$ cat src/include/daf_pkg.sv
// shared constants, field layout and frame check function for the fault-alert link
package daf_pkg;
  localparam int FRAME_SHORT = 24;
  localparam int FRAME_LONG = 32;
  localparam logic [7:0] CRC_POLY = 8'h07;
  localparam logic [7:0] CRC_INIT = 8'h00;
  // command byte: bit 7 read, bits 6:0 register address
  localparam int CMD_RD_POS = 7;
  localparam logic [6:0] ADDR_DAC = 7'h01;
  localparam logic [6:0] ADDR_CTRL = 7'h02;
  localparam logic [6:0] ADDR_FAULT = 7'h05;
  localparam logic [7:0] CMD_START_CONV = 8'h08;
  // control register fields
  localparam int CTRL_WDT_SEL_LSB = 0;
  localparam int CTRL_WDT_EN_BIT = 3;
  localparam logic [15:0] CTRL_RESET = 16'h0008;
  localparam logic [15:0] DAC_RESET = 16'h0000;
  // fault register fields
  localparam int FLT_COMM = 15;
  localparam int FLT_FCE = 14;
  localparam int FLT_OVER = 13;
  localparam int FLT_UNDER = 12;
  // alarm codes: upscale 22.8 mA/24 mA, downscale 3.2 mA
  localparam logic [15:0] ALARM_UP_CODE = 16'hFFFF;
  localparam logic [15:0] ALARM_DOWN_CODE = 16'h0000;
  // loop current tolerance 0.01 % of full scale, in basis points
  localparam int CUR_TOL_BP = 1;
  localparam logic [16:0] CUR_TOL_CODES = 17'((65536 * CUR_TOL_BP) / 10000);
  // timing
  localparam int CLK_HZ = 40_000_000;
  localparam int WDT_UNIT_MS = 50;
  localparam int WDT_UNIT_CYCLES = (CLK_HZ / 1000) * WDT_UNIT_MS;
  localparam int SCLK_HALF_CYCLES = 8;
  // host register map
  localparam logic [3:0] HREG_CMD = 4'h0;
  localparam logic [3:0] HREG_STATUS = 4'h4;
  localparam logic [3:0] HREG_RX = 4'h8;
  localparam int HCMD_LONG_BIT = 31;
  localparam int STAT_BUSY = 0;
  localparam int STAT_FAULT = 1;
  localparam int STAT_CRC_OK = 2;
  localparam logic [1:0] RESP_OKAY = 2'h0;
  localparam logic [1:0] RESP_SLVERR = 2'h2;
  localparam logic [1:0] RESP_DECERR = 2'h3;

  // msb first, zero start, no final inversion
  function automatic logic [7:0] crc8_24(input logic [23:0] d);
    logic [7:0] c;
    logic fb;
    c = CRC_INIT;
    for (int i = 23; i >= 0; i--) begin
      fb = c[7] ^ d[i];
      c = {c[6:0], 1'b0} ^ (fb ? CRC_POLY : 8'h00);
    end
    return c;
  endfunction : crc8_24
endpackage : daf_pkg

$ cat src/include/daf_link_if.sv
// serial link between controller and converter, with fault alert line
interface daf_link_if;
  logic sclk;
  logic sync_n;
  logic sdi;
  logic sdo;
  logic fault_alert;
  modport dev (input sclk, input sync_n, input sdi, output sdo, output fault_alert);
  modport host (output sclk, output sync_n, output sdi, input sdo, input fault_alert);
endinterface : daf_link_if

$ cat src/design/daf_host.sv
// controller end: axi4-lite command registers driving the serial link
module daf_host #(
  parameter int HALF = daf_pkg::SCLK_HALF_CYCLES
) (
  input wire logic ref_clk,
  input wire logic rst_n,
  input wire logic s_axi_awvalid,
  output logic s_axi_awready,
  input wire logic [3:0] s_axi_awaddr,
  input wire logic s_axi_wvalid,
  output logic s_axi_wready,
  input wire logic [31:0] s_axi_wdata,
  input wire logic [3:0] s_axi_wstrb,
  output logic s_axi_bvalid,
  input wire logic s_axi_bready,
  output logic [1:0] s_axi_bresp,
  input wire logic s_axi_arvalid,
  output logic s_axi_arready,
  input wire logic [3:0] s_axi_araddr,
  output logic s_axi_rvalid,
  input wire logic s_axi_rready,
  output logic [31:0] s_axi_rdata,
  output logic [1:0] s_axi_rresp,
  daf_link_if.host link
);
  typedef enum logic [1:0] {DAFH_IDLE = 2'b00, DAFH_SHIFT = 2'b01} dafh_state_type;

  // pin synchronisers: bit0 sdo, bit1 fault
  logic [1:0] s1, s2, s3, lvl, next_lvl;
  always_comb begin
    next_lvl = (lvl & ~(s2 ~^ s3)) | (s3 & (s2 ~^ s3));
  end
  always_ff @(posedge ref_clk) begin
    if (!rst_n) begin
      s1 <= 2'h0;
      s2 <= 2'h0;
      s3 <= 2'h0;
      lvl <= 2'h0;
    end else begin
      s1 <= {link.fault_alert, link.sdo};
      s2 <= s1;
      s3 <= s2;
      lvl <= next_lvl;
    end
  end

  // axi4-lite slave and link state
  dafh_state_type state, next_state;
  logic aw_held, next_aw_held, w_held, next_w_held, bvalid, next_bvalid, rvalid, next_rvalid;
  logic [3:0] awaddr, next_awaddr;
  logic [31:0] wdata, next_wdata, rdata, next_rdata;
  logic [3:0] wstrb, next_wstrb;
  logic [1:0] bresp, next_bresp, rresp, next_rresp;
  logic [7:0] div, next_div;
  logic [5:0] cnt, next_cnt, nbits, next_nbits;
  logic [31:0] tx, next_tx, rx, next_rx;
  logic [23:0] rx_data, next_rx_data;
  logic crc_ok, next_crc_ok, sclk, next_sclk, sync_n, next_sync_n, sdi, next_sdi;
  logic [31:0] rx_shifted;
  logic busy;

  assign busy = (state != DAFH_IDLE);
  assign s_axi_awready = !aw_held && !bvalid;
  assign s_axi_wready = !w_held && !bvalid;
  assign s_axi_arready = !rvalid;
  assign s_axi_bvalid = bvalid;
  assign s_axi_bresp = bresp;
  assign s_axi_rvalid = rvalid;
  assign s_axi_rdata = rdata;
  assign s_axi_rresp = rresp;
  assign link.sclk = sclk;
  assign link.sync_n = sync_n;
  assign link.sdi = sdi;

  always_comb begin
    next_state = state;
    next_aw_held = aw_held;
    next_w_held = w_held;
    next_awaddr = awaddr;
    next_wdata = wdata;
    next_wstrb = wstrb;
    next_bvalid = bvalid;
    next_bresp = bresp;
    next_rvalid = rvalid;
    next_rdata = rdata;
    next_rresp = rresp;
    next_div = div;
    next_cnt = cnt;
    next_nbits = nbits;
    next_tx = tx;
    next_rx = rx;
    next_rx_data = rx_data;
    next_crc_ok = crc_ok;
    next_sclk = sclk;
    next_sync_n = sync_n;
    next_sdi = sdi;
    rx_shifted = {rx[30:0], lvl[0]};
    if (s_axi_awvalid && s_axi_awready) begin
      next_aw_held = 1'b1;
      next_awaddr = s_axi_awaddr;
    end
    if (s_axi_wvalid && s_axi_wready) begin
      next_w_held = 1'b1;
      next_wdata = s_axi_wdata;
      next_wstrb = s_axi_wstrb;
    end
    if (bvalid && s_axi_bready) begin
      next_bvalid = 1'b0;
    end
    if (rvalid && s_axi_rready) begin
      next_rvalid = 1'b0;
    end
    if (s_axi_arvalid && !rvalid) begin
      next_rvalid = 1'b1;
      next_rresp = daf_pkg::RESP_OKAY;
      next_rdata = 32'h0000_0000;
      case (s_axi_araddr)
        daf_pkg::HREG_STATUS: begin
          next_rdata[daf_pkg::STAT_BUSY] = busy;
          next_rdata[daf_pkg::STAT_FAULT] = lvl[1];
          next_rdata[daf_pkg::STAT_CRC_OK] = crc_ok;
        end
        daf_pkg::HREG_RX: next_rdata = {8'h00, rx_data};
        daf_pkg::HREG_CMD: next_rdata = 32'h0000_0000;
        default: next_rresp = daf_pkg::RESP_DECERR;
      endcase
    end
    case (state)
      DAFH_IDLE: begin
        // hold sync_n high a half period so the far end sees the frame end
        if (div != 8'(HALF - 1)) begin
          next_div = div + 8'h01;
        end
        if (aw_held && w_held && !bvalid && (div == 8'(HALF - 1))) begin
          next_aw_held = 1'b0;
          next_w_held = 1'b0;
          next_bvalid = 1'b1;
          next_bresp = daf_pkg::RESP_OKAY;
          if (awaddr != daf_pkg::HREG_CMD) begin
            next_bresp = daf_pkg::RESP_DECERR;
          end else if (&wstrb) begin
            next_state = DAFH_SHIFT;
            if (wdata[daf_pkg::HCMD_LONG_BIT]) begin
              next_tx = {wdata[23:0], daf_pkg::crc8_24(wdata[23:0])};
              next_nbits = 6'(daf_pkg::FRAME_LONG);
            end else begin
              next_tx = {wdata[23:0], 8'h00};
              next_nbits = 6'(daf_pkg::FRAME_SHORT);
            end
            next_sync_n = 1'b0;
            next_sdi = wdata[23];
            next_div = 8'h00;
            next_cnt = 6'h00;
            next_sclk = 1'b0;
          end
        end
      end
      DAFH_SHIFT: begin
        next_div = div + 8'h01;
        if (div == 8'(HALF - 1)) begin
          next_div = 8'h00;
          next_sclk = !sclk;
          if (!sclk) begin
            next_cnt = cnt + 6'h01;
          end else begin
            next_rx = rx_shifted;
            if (cnt == nbits) begin
              next_sync_n = 1'b1;
              next_state = DAFH_IDLE;
              if (nbits == 6'(daf_pkg::FRAME_LONG)) begin
                next_rx_data = rx_shifted[31:8];
                next_crc_ok = (daf_pkg::crc8_24(rx_shifted[31:8]) == rx_shifted[7:0]);
              end else begin
                next_rx_data = rx_shifted[23:0];
                next_crc_ok = 1'b1;
              end
            end else begin
              next_tx = {tx[30:0], 1'b0};
              next_sdi = tx[30];
            end
          end
        end
      end
      default: next_state = DAFH_IDLE;
    endcase
  end

  always_ff @(posedge ref_clk) begin
    if (!rst_n) begin
      state <= DAFH_IDLE;
      aw_held <= 1'b0;
      w_held <= 1'b0;
      awaddr <= 4'h0;
      wdata <= 32'h0000_0000;
      wstrb <= 4'h0;
      bvalid <= 1'b0;
      bresp <= daf_pkg::RESP_OKAY;
      rvalid <= 1'b0;
      rdata <= 32'h0000_0000;
      rresp <= daf_pkg::RESP_OKAY;
      div <= 8'h00;
      cnt <= 6'h00;
      nbits <= 6'h00;
      tx <= 32'h0000_0000;
      rx <= 32'h0000_0000;
      rx_data <= 24'h00_0000;
      crc_ok <= 1'b0;
      sclk <= 1'b0;
      sync_n <= 1'b1;
      sdi <= 1'b0;
    end else begin
      state <= next_state;
      aw_held <= next_aw_held;
      w_held <= next_w_held;
      awaddr <= next_awaddr;
      wdata <= next_wdata;
      wstrb <= next_wstrb;
      bvalid <= next_bvalid;
      bresp <= next_bresp;
      rvalid <= next_rvalid;
      rdata <= next_rdata;
      rresp <= next_rresp;
      div <= next_div;
      cnt <= next_cnt;
      nbits <= next_nbits;
      tx <= next_tx;
      rx <= next_rx;
      rx_data <= next_rx_data;
      crc_ok <= next_crc_ok;
      sclk <= next_sclk;
      sync_n <= next_sync_n;
      sdi <= next_sdi;
    end
  end
endmodule : daf_host

$ cat src/flat_wrapper.sv
// flat-port wrapper written by rule: the top's interface ports become plain ports
module daf_host_flat 
#(
  parameter int HALF = daf_pkg::SCLK_HALF_CYCLES
)
  (ref_clk, rst_n, s_axi_awvalid, s_axi_awready, s_axi_awaddr, s_axi_wvalid, s_axi_wready, s_axi_wdata, s_axi_wstrb, s_axi_bvalid, s_axi_bready, s_axi_bresp, s_axi_arvalid, s_axi_arready, s_axi_araddr, s_axi_rvalid, s_axi_rready, s_axi_rdata, s_axi_rresp, link_sclk, link_sync_n, link_sdi, link_sdo, link_fault_alert);
  daf_link_if link_i ();
  input wire logic ref_clk;
  input wire logic rst_n;
  input wire logic s_axi_awvalid;
  output logic s_axi_awready;
  input wire logic [3:0] s_axi_awaddr;
  input wire logic s_axi_wvalid;
  output logic s_axi_wready;
  input wire logic [31:0] s_axi_wdata;
  input wire logic [3:0] s_axi_wstrb;
  output logic s_axi_bvalid;
  input wire logic s_axi_bready;
  output logic [1:0] s_axi_bresp;
  input wire logic s_axi_arvalid;
  output logic s_axi_arready;
  input wire logic [3:0] s_axi_araddr;
  output logic s_axi_rvalid;
  input wire logic s_axi_rready;
  output logic [31:0] s_axi_rdata;
  output logic [1:0] s_axi_rresp;
  output wire logic [$bits(link_i.sclk)-1:0] link_sclk;
  output wire logic [$bits(link_i.sync_n)-1:0] link_sync_n;
  output wire logic [$bits(link_i.sdi)-1:0] link_sdi;
  input wire logic [$bits(link_i.sdo)-1:0] link_sdo;
  input wire logic [$bits(link_i.fault_alert)-1:0] link_fault_alert;
  assign link_sclk = link_i.sclk;
  assign link_sync_n = link_i.sync_n;
  assign link_sdi = link_i.sdi;
  assign link_i.sdo = link_sdo;
  assign link_i.fault_alert = link_fault_alert;
  daf_host #(.HALF(HALF)) u_core (.ref_clk(ref_clk), .rst_n(rst_n), .s_axi_awvalid(s_axi_awvalid), .s_axi_awready(s_axi_awready), .s_axi_awaddr(s_axi_awaddr), .s_axi_wvalid(s_axi_wvalid), .s_axi_wready(s_axi_wready), .s_axi_wdata(s_axi_wdata), .s_axi_wstrb(s_axi_wstrb), .s_axi_bvalid(s_axi_bvalid), .s_axi_bready(s_axi_bready), .s_axi_bresp(s_axi_bresp), .s_axi_arvalid(s_axi_arvalid), .s_axi_arready(s_axi_arready), .s_axi_araddr(s_axi_araddr), .s_axi_rvalid(s_axi_rvalid), .s_axi_rready(s_axi_rready), .s_axi_rdata(s_axi_rdata), .s_axi_rresp(s_axi_rresp), .link(link_i));
endmodule
$ cat config.mk
export PLATFORM = sky130hd
export DESIGN_NAME = daf_host_flat
export DESIGN_NICKNAME = d
export VERILOG_FILES = /design/src/include/daf_pkg.sv /design/src/include/daf_link_if.sv /design/src/design/daf_host.sv /design/src/flat_wrapper.sv
export SDC_FILE = /design/constraint.sdc
export NUM_CORES = 1
export LEC_CHECK = 0
export BUFFER_PORTS_ARGS = -buffer_cell sky130_fd_sc_hd__buf_2
export CORE_ASPECT_RATIO = 0.5
export CORE_UTILIZATION = 53
export DETAILED_ROUTE_END_ITERATION = 12
export PLACE_DENSITY = 0.76
export SLEW_MARGIN = 20
export SYNTH_ARGS = -nofsm -noshare
export SYNTH_HDL_FRONTEND = slang
export SYNTH_SLANG_ARGS = --single-unit
$ cat constraint.sdc
create_clock -name ref_clk -period 2.36 [get_ports ref_clk]
set_clock_uncertainty 0.05 [all_clocks]
set_input_delay 0.236 -clock ref_clk [delete_from_list [all_inputs] [get_ports ref_clk]]
set_output_delay 0.236 -clock ref_clk [all_outputs]
set_load 0.05 [all_outputs]
==> results.md, run 1 <==
Timing:
- The maximum clock rate is between 0.4 and 0.5 GHz.
- The number of hold-slack violations in the final timing report is 0.
- Headroom to the max-slew limit came out at 51.8%.
- The number of setup violations in the final report is 0.
- The total count of max-transition violations in the final report is 0.
- For the pin with the worst max-slew slack, the measured transition is 0.723 ns.
- Hold timing on the final database bottoms out at a slack of ~0.011 ns.
- For the final routed database, the setup TNS stands at 0 ns.
- The minimum setup slack in the final design is 0.0912 ns.
- The final critical delay including setup and external delays is 2.27 ns.
- The share of the clock period used by the worst path after layout is 96.1%.

Floorplan:
- After floorplanning, the core was sized to cover 15,500 µm².
- The starting utilization of the core area is 54.5%.
- The floorplan step defined a die boundary enclosing 16,400 µm².
- The die is ~91 µm tall.
- In this run the core area contains 32 standard-cell rows.
- The die is 180 µm wide.
- Pin placement for this block handled 97 I/O pins.

Synth:
- Synthesis inferred 178 register bits.
- The number of standard cells after synthesis is 872.
- In this run the cell area of the synthesized design comes to 8430 µm².
- Counting flops with a built-in enable in the synthesized netlist gives 0.
- The count of yosys warnings during synthesis is 0.
- In the synthesized netlist the async set-or-reset flop fraction comes to 0%.
- The post-synthesis average cell area is approximately 9.7 µm².
- The netlist uses 47 different library cells.
- The sequential cell area fraction in the yosys report is 42.3%.
- The most instantiated flip-flop cell in the synthesis netlist is sky130_fd_sc_hd__dfxtp_1.

Power and ir drop:
- Power spread over the standard cell area amounts to between 600 and 700 nW/µm².
- Power comes to 6.93 mW.
- For this design the static power due to leakage is 3.90 nW.
- The maximum resistive drop on vdd is 0.000545 V.

Layout:
- The fraction of final layout cells with drive strength greater than 1 is about 19%.
- The number of antenna diodes in the final layout is 0.
- The relative area change from synthesis to final layout is 20.8%.
- For this run, the post-layout net count is 1,035.
- Measured on the finished design, the core utilization comes to 65.9%.
- The number of non-filler instances in the completed layout is 1,195.
- After routing the design area is 10,200 µm².

Hold path:
- The endpoint of the worst hold path is u_core.wdata[14].
- Along the worst hold path, the cell count comes to 3.
- The worst hold path begins at s_axi_wdata[14].
- The path class of the lowest-slack min-delay path is primary input to flop.

Clock network:
- The number of buffers on the longest clock path is 2.
- The clock insertion delay at the later pin of the skew report is 0.43 ns.
- The clock-pin slew reported for the worst setup and hold paths after clock tree synthesis is 0.07 ns.
- The H-tree was split into 4 levels.
- The CTS tree is done.
- Clock tree synthesis found a total of 178 sinks.
- The clock root buffer master is sky130_fd_sc_hd__clkbuf_16.
- In this run, CTS created clock tree buffers numbering 17.

Routing:
- For this block, the via count after detailed routing is 6,356.
- The number of detailed-route iterations in the first pass is 5.
- Dividing the detail-routed wire length by the instance count gives 15.1 µm.
- In this run, the number of DRC markers left after iteration 0 of detailed routing was 434.
- The overall routed net length is about 18 mm.
- In the routed design, unresolved DRC markers number 0.
- The remaining antenna violation count after routing is 0.
- Dividing the detail-routed via count by the number of cells gives around 5.3.

Critical path:
- STA classifies the critical path startpoint as a flop.
- Of all nets on the critical path, the largest fanout is 4.
- STA puts the critical path data required time at approximately 2.6 ns.
- The worst setup path is captured at a flop.
- The kind of critical path is flop to flop.
- The number of cells on the worst reg-to-reg path is 6.
- The arrival time of data at the critical path endpoint is 2.52 ns.
- The internal reg-to-reg setup slack is between 0.09 and 0.1 ns.
- The worst register-to-register path ends at u_core.crc_ok.
- The critical path starts at u_core.rx[25].
- In this run the critical register-to-register path is launched from u_core.rx[25].

Run:
- The tool flagged a number of max-cap violations equal to 0.

Placed design:
- The final weighted congestion of routability-driven global placement is 0.855.
- Including well taps, the total number of placed cells is 1,127.
- The HPWL after detailed placement is 11.9 mm.
- Once placement finished, the instance area stood at 9160 µm².
- Prior to clock tree synthesis, the placed netlist has a worst setup slack of 0.0486 ns.
- The number of buffer cells added on primary ports is 81.

GRT:
- The maximum number of pins on one net before global-route repair is 57.
- The via count of the first global-routing pass was 6,216.
- The first global-routing pass estimated 30.3 mm of wire.
- The combined global-route utilization of all metal layers is a little under a quarter.
- The number of antenna violations at the first check in global routing came to 0.
- Global routing finished with a remaining overflow of 0.

Status:
- The run finished with clean final reports.
-- report_power, final --
group	leakage, nW	switching (mW)	internal [mW]
clock network	0.299	1.26	1.68
logic	2.16	0.427	0.459
registers	1.44	0.0526	3.05
-- sequential cells by signal, indices dropped and copies added, names as in the netlist, 4 cells and up, named ones only --
signal,cells
u_core.rx,31
u_core.tx,31
u_core.wdata,25
u_core.rx_data,24
u_core.s_axi_rdata,24
u_core.div,8
u_core.cnt,6
u_core.awaddr,4
u_core.wstrb,4
-- cell usage in the layout, fill, tap and decap left out, types with 7 or more instances in the layout --
cell type                       count
sky130_fd_sc_hd__a211oi_1          54
sky130_fd_sc_hd__a21oi_1           41
sky130_fd_sc_hd__a22oi_1           30
sky130_fd_sc_hd__and2_1             9
sky130_fd_sc_hd__buf_12             7
sky130_fd_sc_hd__buf_2             81
sky130_fd_sc_hd__buf_4             38
sky130_fd_sc_hd__clkbuf_16         17
sky130_fd_sc_hd__conb_1             8
sky130_fd_sc_hd__dfxtp_1          175
sky130_fd_sc_hd__dlygate4sd3_1     32
sky130_fd_sc_hd__inv_1              7
sky130_fd_sc_hd__mux2i_1           85
sky130_fd_sc_hd__nand2_1           76
sky130_fd_sc_hd__nand3_1            7
sky130_fd_sc_hd__nor2_1           138
sky130_fd_sc_hd__nor3_1             7
sky130_fd_sc_hd__o21ai_0           13
sky130_fd_sc_hd__xnor2_1           38
sky130_fd_sc_hd__xnor3_1           26
sky130_fd_sc_hd__xor2_1            19
sky130_fd_sc_hd__xor3_1             7
-- logic make-up (layout without fill, tap and decap cells) --
logic type,count (synthesis),count (layout),synth area share (%)
simple gates,266,266,13.7
flops,178,178,42.3
compound gates,152,152,12.0
xor+xnor,100,100,16.7
buf+inv,86,198,4.57
mux,85,85,10.1
fa+ha+maj,4,4,0.594
other cells,1,8,0.0445
-- worst max path at each step --
stage	to	slack [ns]	cells after the start
after global placement	u_core.crc_ok	0.11	6
after CTS	u_core.cnt[5]	0.03	7
after detailed placement	u_core.cnt[5]	0.05	7
final	u_core.crc_ok	0.09	6
after global routing	u_core.crc_ok	-0.01	6
after floorplan	u_core.s_axi_rdata[10]	0.14	7
-- layer usage --
layer  GRT usage (%)  routed length [µm]  vias up
met4            8.33                 318        0
met3            4.17                 590       28
li1                -                   -     3204
met5               0                   0        -
met1            29.0                8340     3006
met2            39.6                8840      118
-- synth_stat cells (4+ instances only) --
| cell | count | share of area, % |
|---|---|---|
| sky130_fd_sc_hd__nor2_1 | 138 | 6.1 |
| sky130_fd_sc_hd__nor3_1 | 7 | 0.42 |
| sky130_fd_sc_hd__buf_4 | 11 | 0.98 |
| sky130_fd_sc_hd__a22oi_1 | 30 | 2.7 |
| sky130_fd_sc_hd__nor2b_1 | 5 | 0.37 |
| sky130_fd_sc_hd__a21oi_1 | 41 | 2.4 |
| sky130_fd_sc_hd__a211oi_1 | 54 | 4.8 |
| sky130_fd_sc_hd__and2_1 | 10 | 0.74 |
| sky130_fd_sc_hd__and3_1 | 4 | 0.30 |
| sky130_fd_sc_hd__buf_2 | 17 | 1.0 |
| sky130_fd_sc_hd__inv_1 | 7 | 0.31 |
| sky130_fd_sc_hd__nand2_1 | 76 | 3.4 |
| sky130_fd_sc_hd__nand3_1 | 7 | 0.42 |
| sky130_fd_sc_hd__mux2i_1 | 85 | 10 |
| sky130_fd_sc_hd__o21ai_0 | 13 | 0.77 |
| sky130_fd_sc_hd__xor2_1 | 21 | 2.2 |
| sky130_fd_sc_hd__ha_1 | 4 | 0.59 |
| sky130_fd_sc_hd__a31oi_1 | 4 | 0.30 |
| sky130_fd_sc_hd__dfxtp_1 | 178 | 42 |
| sky130_fd_sc_hd__xnor2_1 | 40 | 4.2 |
| sky130_fd_sc_hd__xnor3_1 | 27 | 7.2 |
| sky130_fd_sc_hd__clkbuf_1 | 47 | 2.1 |
| sky130_fd_sc_hd__xor3_1 | 8 | 2.3 |
-- critical path: stages (launching register included) --
cell and delay [ns]:
sky130_fd_sc_hd__dfxtp_4 0.37, sky130_fd_sc_hd__xor3_2 0.48, sky130_fd_sc_hd__xnor3_1 0.35, sky130_fd_sc_hd__xnor3_1 0.41, sky130_fd_sc_hd__and4_1 0.20, sky130_fd_sc_hd__o221ai_2 0.17, sky130_fd_sc_hd__a31oi_1 0.10
-- area by class of cell --
class,count,area (µm²)
clock buffer,17,425
clock inverter,15,179
fill,1229,5270
inverter,8,32.5
multi-input combinational,615,4570
sequential,178,3570
tap,204,255
timing repair buffer,158,1150
-- what timing repair did --
item | in CTS | in global routing
hold buffers | 31 | 1
resized for setup | 0 | 14
setup endpoints to repair | 0 | 16
hold endpoints to repair | 31 | 1
setup buffers | 0 | 4
No activity file was read; power rests on OpenSTA's default activity.
==> run 2, diff against run 1 <==
- RECOVER_POWER: unset -> 100
==> run 2 against run 1 <==
Compared with the run above: routed wire length increased by 0.23%; core utilization is 0.44 points lower; design area down 0.66%; flip-flop and latch count is the same; largest power group unchanged; maximum frequency barely moved; via count is 0.24% higher; first-iteration DRC count down 1.4%; worst setup slack barely moved.
==> results.md, run 2 (same netlist as run 1, synthesis figures left out) <==
Timing:
- The share of the clock period used by the worst path after layout is 96.1% (about the same).
- The number of setup violations in the final report is 0 (unchanged).
- The maximum clock rate is 0.441 GHz (about the same).
- The actual slew at the worst max-slew pin is 1.21 ns (+0.492 ns).
- The total count of max-transition violations in the final report was 0 (unchanged).
- The worst slew slack as a fraction of its limit is 19.0% (-33 points).
- The final critical delay including setup and external delays came to 2.27 ns (+0.000327 ns).
- The number of hold-slack violations in the final timing report was 0 (unchanged).

Routing:
- The number of detailed-route iterations in the first pass is 5 (unchanged).
- The highest metal layer with signal wires is met4.
- The wire length on met2 is 8.92 mm (+0.87%).
- The via count of the routed design is 6,371 (+0.24%).
- The number of DRC violations after detailed-routing iteration 0 is 428 (-1.4%).
- The DRC violation count after routing came to 0 (unchanged).
- The via count normalized by instance count was 5.33 (+0.24%).
- The length of routed wiring on met1 came to 8.36 mm (+0.30%).
- The average wire per cell in the routed design is 15.2 µm (+0.23%).
- The remaining antenna violation count after routing is 0 (unchanged).
- The routed length on met3 was 568 µm (-3.7%).
- The overall routed net length is 18.1 mm (+0.23%).

Clock network:
- The clock-pin slew reported for the worst setup and hold paths after clock tree synthesis is 0.07 ns (about the same).
- TritonCTS built the clock tree.
- The clock buffer count from CTS is 17 (unchanged).
- The clock root buffer master is sky130_fd_sc_hd__clkbuf_16.
- The number of sinks handled by clock tree synthesis is 178 (unchanged).
- The level count of the clock H-tree is 4 (unchanged).
- The clock insertion delay at the later pin of the skew report is 0.43 ns (about the same).
- The number of buffers on the longest clock path is 2 (unchanged).

Layout:
- The design area is 10,100 µm² (-0.66%).
- The fraction of final layout cells with drive strength greater than 1 was 14.3% (-4.2 points).
- The antenna diode count was 0 (unchanged).
- The net count reported at finish was 1,035 (unchanged).
- The most common library cell in the layout ignoring fill and taps is sky130_fd_sc_hd__dfxtp_1.
- In the final layout, the registers with the most flip-flops are u_core.rx x31, u_core.tx x31, u_core.wdata x25.
- The relative area change from synthesis to final layout is 20.0%.
- The post-layout utilization of the core is 65.4% (-0.44 points).
- In the layout the commonest cells are 175 x sky130_fd_sc_hd__dfxtp_1, 138 x sky130_fd_sc_hd__nor2_1, 85 x sky130_fd_sc_hd__mux2i_1.

Power and ir drop:
- The internal power consumption is 5.18 mW (-0.11%).
- The fraction of power spent switching nets came to 25.1% (+0.031 points).
- The maximum resistive drop on vdd is 0.000542 V (-0.48%).
- The net switching power figure is 1.74 mW (about the same).
- The logic gate share of total power is 12.7% (about the same).
- The total power density per cell area is 684 nW/µm² (+0.60%).
- The total power came to 6.92 mW (about the same).
- The power share of the clock group came to 42.4% (about the same).
- The portion of total power attributed to sequential cells is 44.8% (about the same).
- The static leakage is 3.73 nW (-4.4%).

Floorplan:
- The area of the die is 16,400 µm² (unchanged).
- The height of the die is 91.2 µm (unchanged).
- The number of primary I/O pins was 97 (unchanged).
- The number of placement rows is 32 (unchanged).
- The starting utilization of the core area is 54.5% (unchanged).
- The x dimension of the die is 180 µm (unchanged).
- The area inside the core boundary was 15,500 µm² (unchanged).

Run:
- The max-capacitance violation count is 0 (unchanged).

Critical path:
- The highest fanout seen on the critical path is 4 (unchanged).
- The critical-path cell with the highest stage delay is sky130_fd_sc_hd__xor3_2.
- The arrival time of data at the critical path endpoint is 2.52 ns (about the same).
- The critical path is of the flop to flop type.
- The kind of launch point of the worst setup path is a flop.
- The delay contributed by the slowest stage of the critical path is 0.48 ns (about the same).
- The internal reg-to-reg setup slack is 0.09 ns (about the same).
- The depth of the worst register-to-register path was 6 (unchanged).
- The required time of the critical path is 2.61 ns (about the same).
- The source of the worst register-to-register timing path is u_core.rx[25].
- STA classifies the critical path endpoint as a flop.
- Counting stages on the worst path, the most repeated cell is sky130_fd_sc_hd__xnor3_1.
- The signal on the critical path passes through xor3_2 -> xnor3_1 -> xnor3_1 -> and4_1 -> o221ai_2 -> a31oi_1.
- In this run the critical register-to-register path is captured at u_core.crc_ok.

GRT:
- The number of antenna violations at the first check in global routing came to 0 (unchanged).
- The overall overflow remaining after global route is 0 (unchanged).
- The combined global-route utilization of all metal layers is 23.0% (unchanged).
- The global-route wire length before repair is 30.3 mm (unchanged).
- The maximum number of pins on one net before global-route repair is 57 (unchanged).
- The via count of the first global-routing pass is 6,216 (unchanged).

Hold path:
- The cell count of the worst hold path was 3 (unchanged).
- The path with the worst hold slack has its endpoint at u_core.wdata[14].
- The worst hold path belongs to the class primary input to flop.
- In this run the most critical hold path is launched from s_axi_wdata[14].

Placed design:
- The total placed instance area is 9160 µm² (unchanged).
- The number of buffer cells added on primary ports was 81 (unchanged).
- The detailed-placement wirelength estimate was 11.9 mm (unchanged).
- The final weighted congestion of routability-driven global placement is 0.855 (unchanged).

Status:
- The flow ran to the end, and the final reports show no timing, DRC or antenna violations.
run 2: cell type report:
type | count | area [µm²]
clock inverters | 15 | 179
clock buffers | 17 | 425
inverters | 8 | 32.5
multi-input cells | 615 | 4570
well taps | 204 | 255
flip-flops and latches | 178 | 3570
repair buffers | 158 | 1080
fillers | 1251 | 5340
run 2: power by group through the flow:
stage | registers (mW) | clock network, mW | logic [mW]
detailed placement | 3.17 | 0 | 0.834
CTS | 3.10 | 2.97 | 0.877
global placement | 3.17 | 0 | 0.810
global route | 3.11 | 3.11 | 0.960
floorplan | 3.16 | 0 | 0.670
finish | 3.10 | 2.94 | 0.881
run 2: worst max-delay path: cells and delay by family, from the launching register on:
kind | cells | cell delay (ns)
compound gates | 2 | 0.27
xor+xnor | 3 | 1.24
flops | 1 | 0.37
simple gates | 1 | 0.20
run 2: routing by layer:
layer	global-route usage, %	vias to the layer above
met4	8.33	0
met2	39.6	126
li1	-	3205
met1	29.0	3017
met3	4.17	23
met5	0	-
run 2: through the flow:
| step | std cells | TNS [ns] | worst slack (ns) | hold WS (ns) |
|---|---|---|---|---|
| floorplan | 879 | 0 | 0.143 | 0.285 |
| global placement | 1127 | 0 | 0.110 | 0.368 |
| global route | 1195 | -0.0185 | -0.00998 | 0.00957 |
| finish | 1195 | 0 | 0.0909 | 0.0130 |
| detailed placement | 1127 | 0 | 0.0486 | 0.374 |
| CTS | 1190 | 0 | 0.0270 | 0.00154 |
run 2: how the worst max path moves through the flow:
stage	startpoint	endpoint	slack, ns	depth (start not counted)
2_1_floorplan	u_core.s_axi_rvalid	u_core.s_axi_rdata[10]	0.14	7
3_3_place_gp	u_core.rx[16]	u_core.crc_ok	0.11	6
3_5_place_dp	u_core.awaddr[3]	u_core.cnt[5]	0.05	7
4_1_cts	u_core.awaddr[3]	u_core.cnt[5]	0.03	7
5_1_grt	u_core.rx[24]	u_core.crc_ok	-0.01	6
6_report	u_core.rx[25]	u_core.crc_ok	0.09	6
run 2: repair_timing:
item,in CTS,in global routing
gates resized for setup,0,14
endpoints found under the setup margin,0,16
setup buffers,0,4
hold endpoints to repair,31,1
hold buffers,31,1
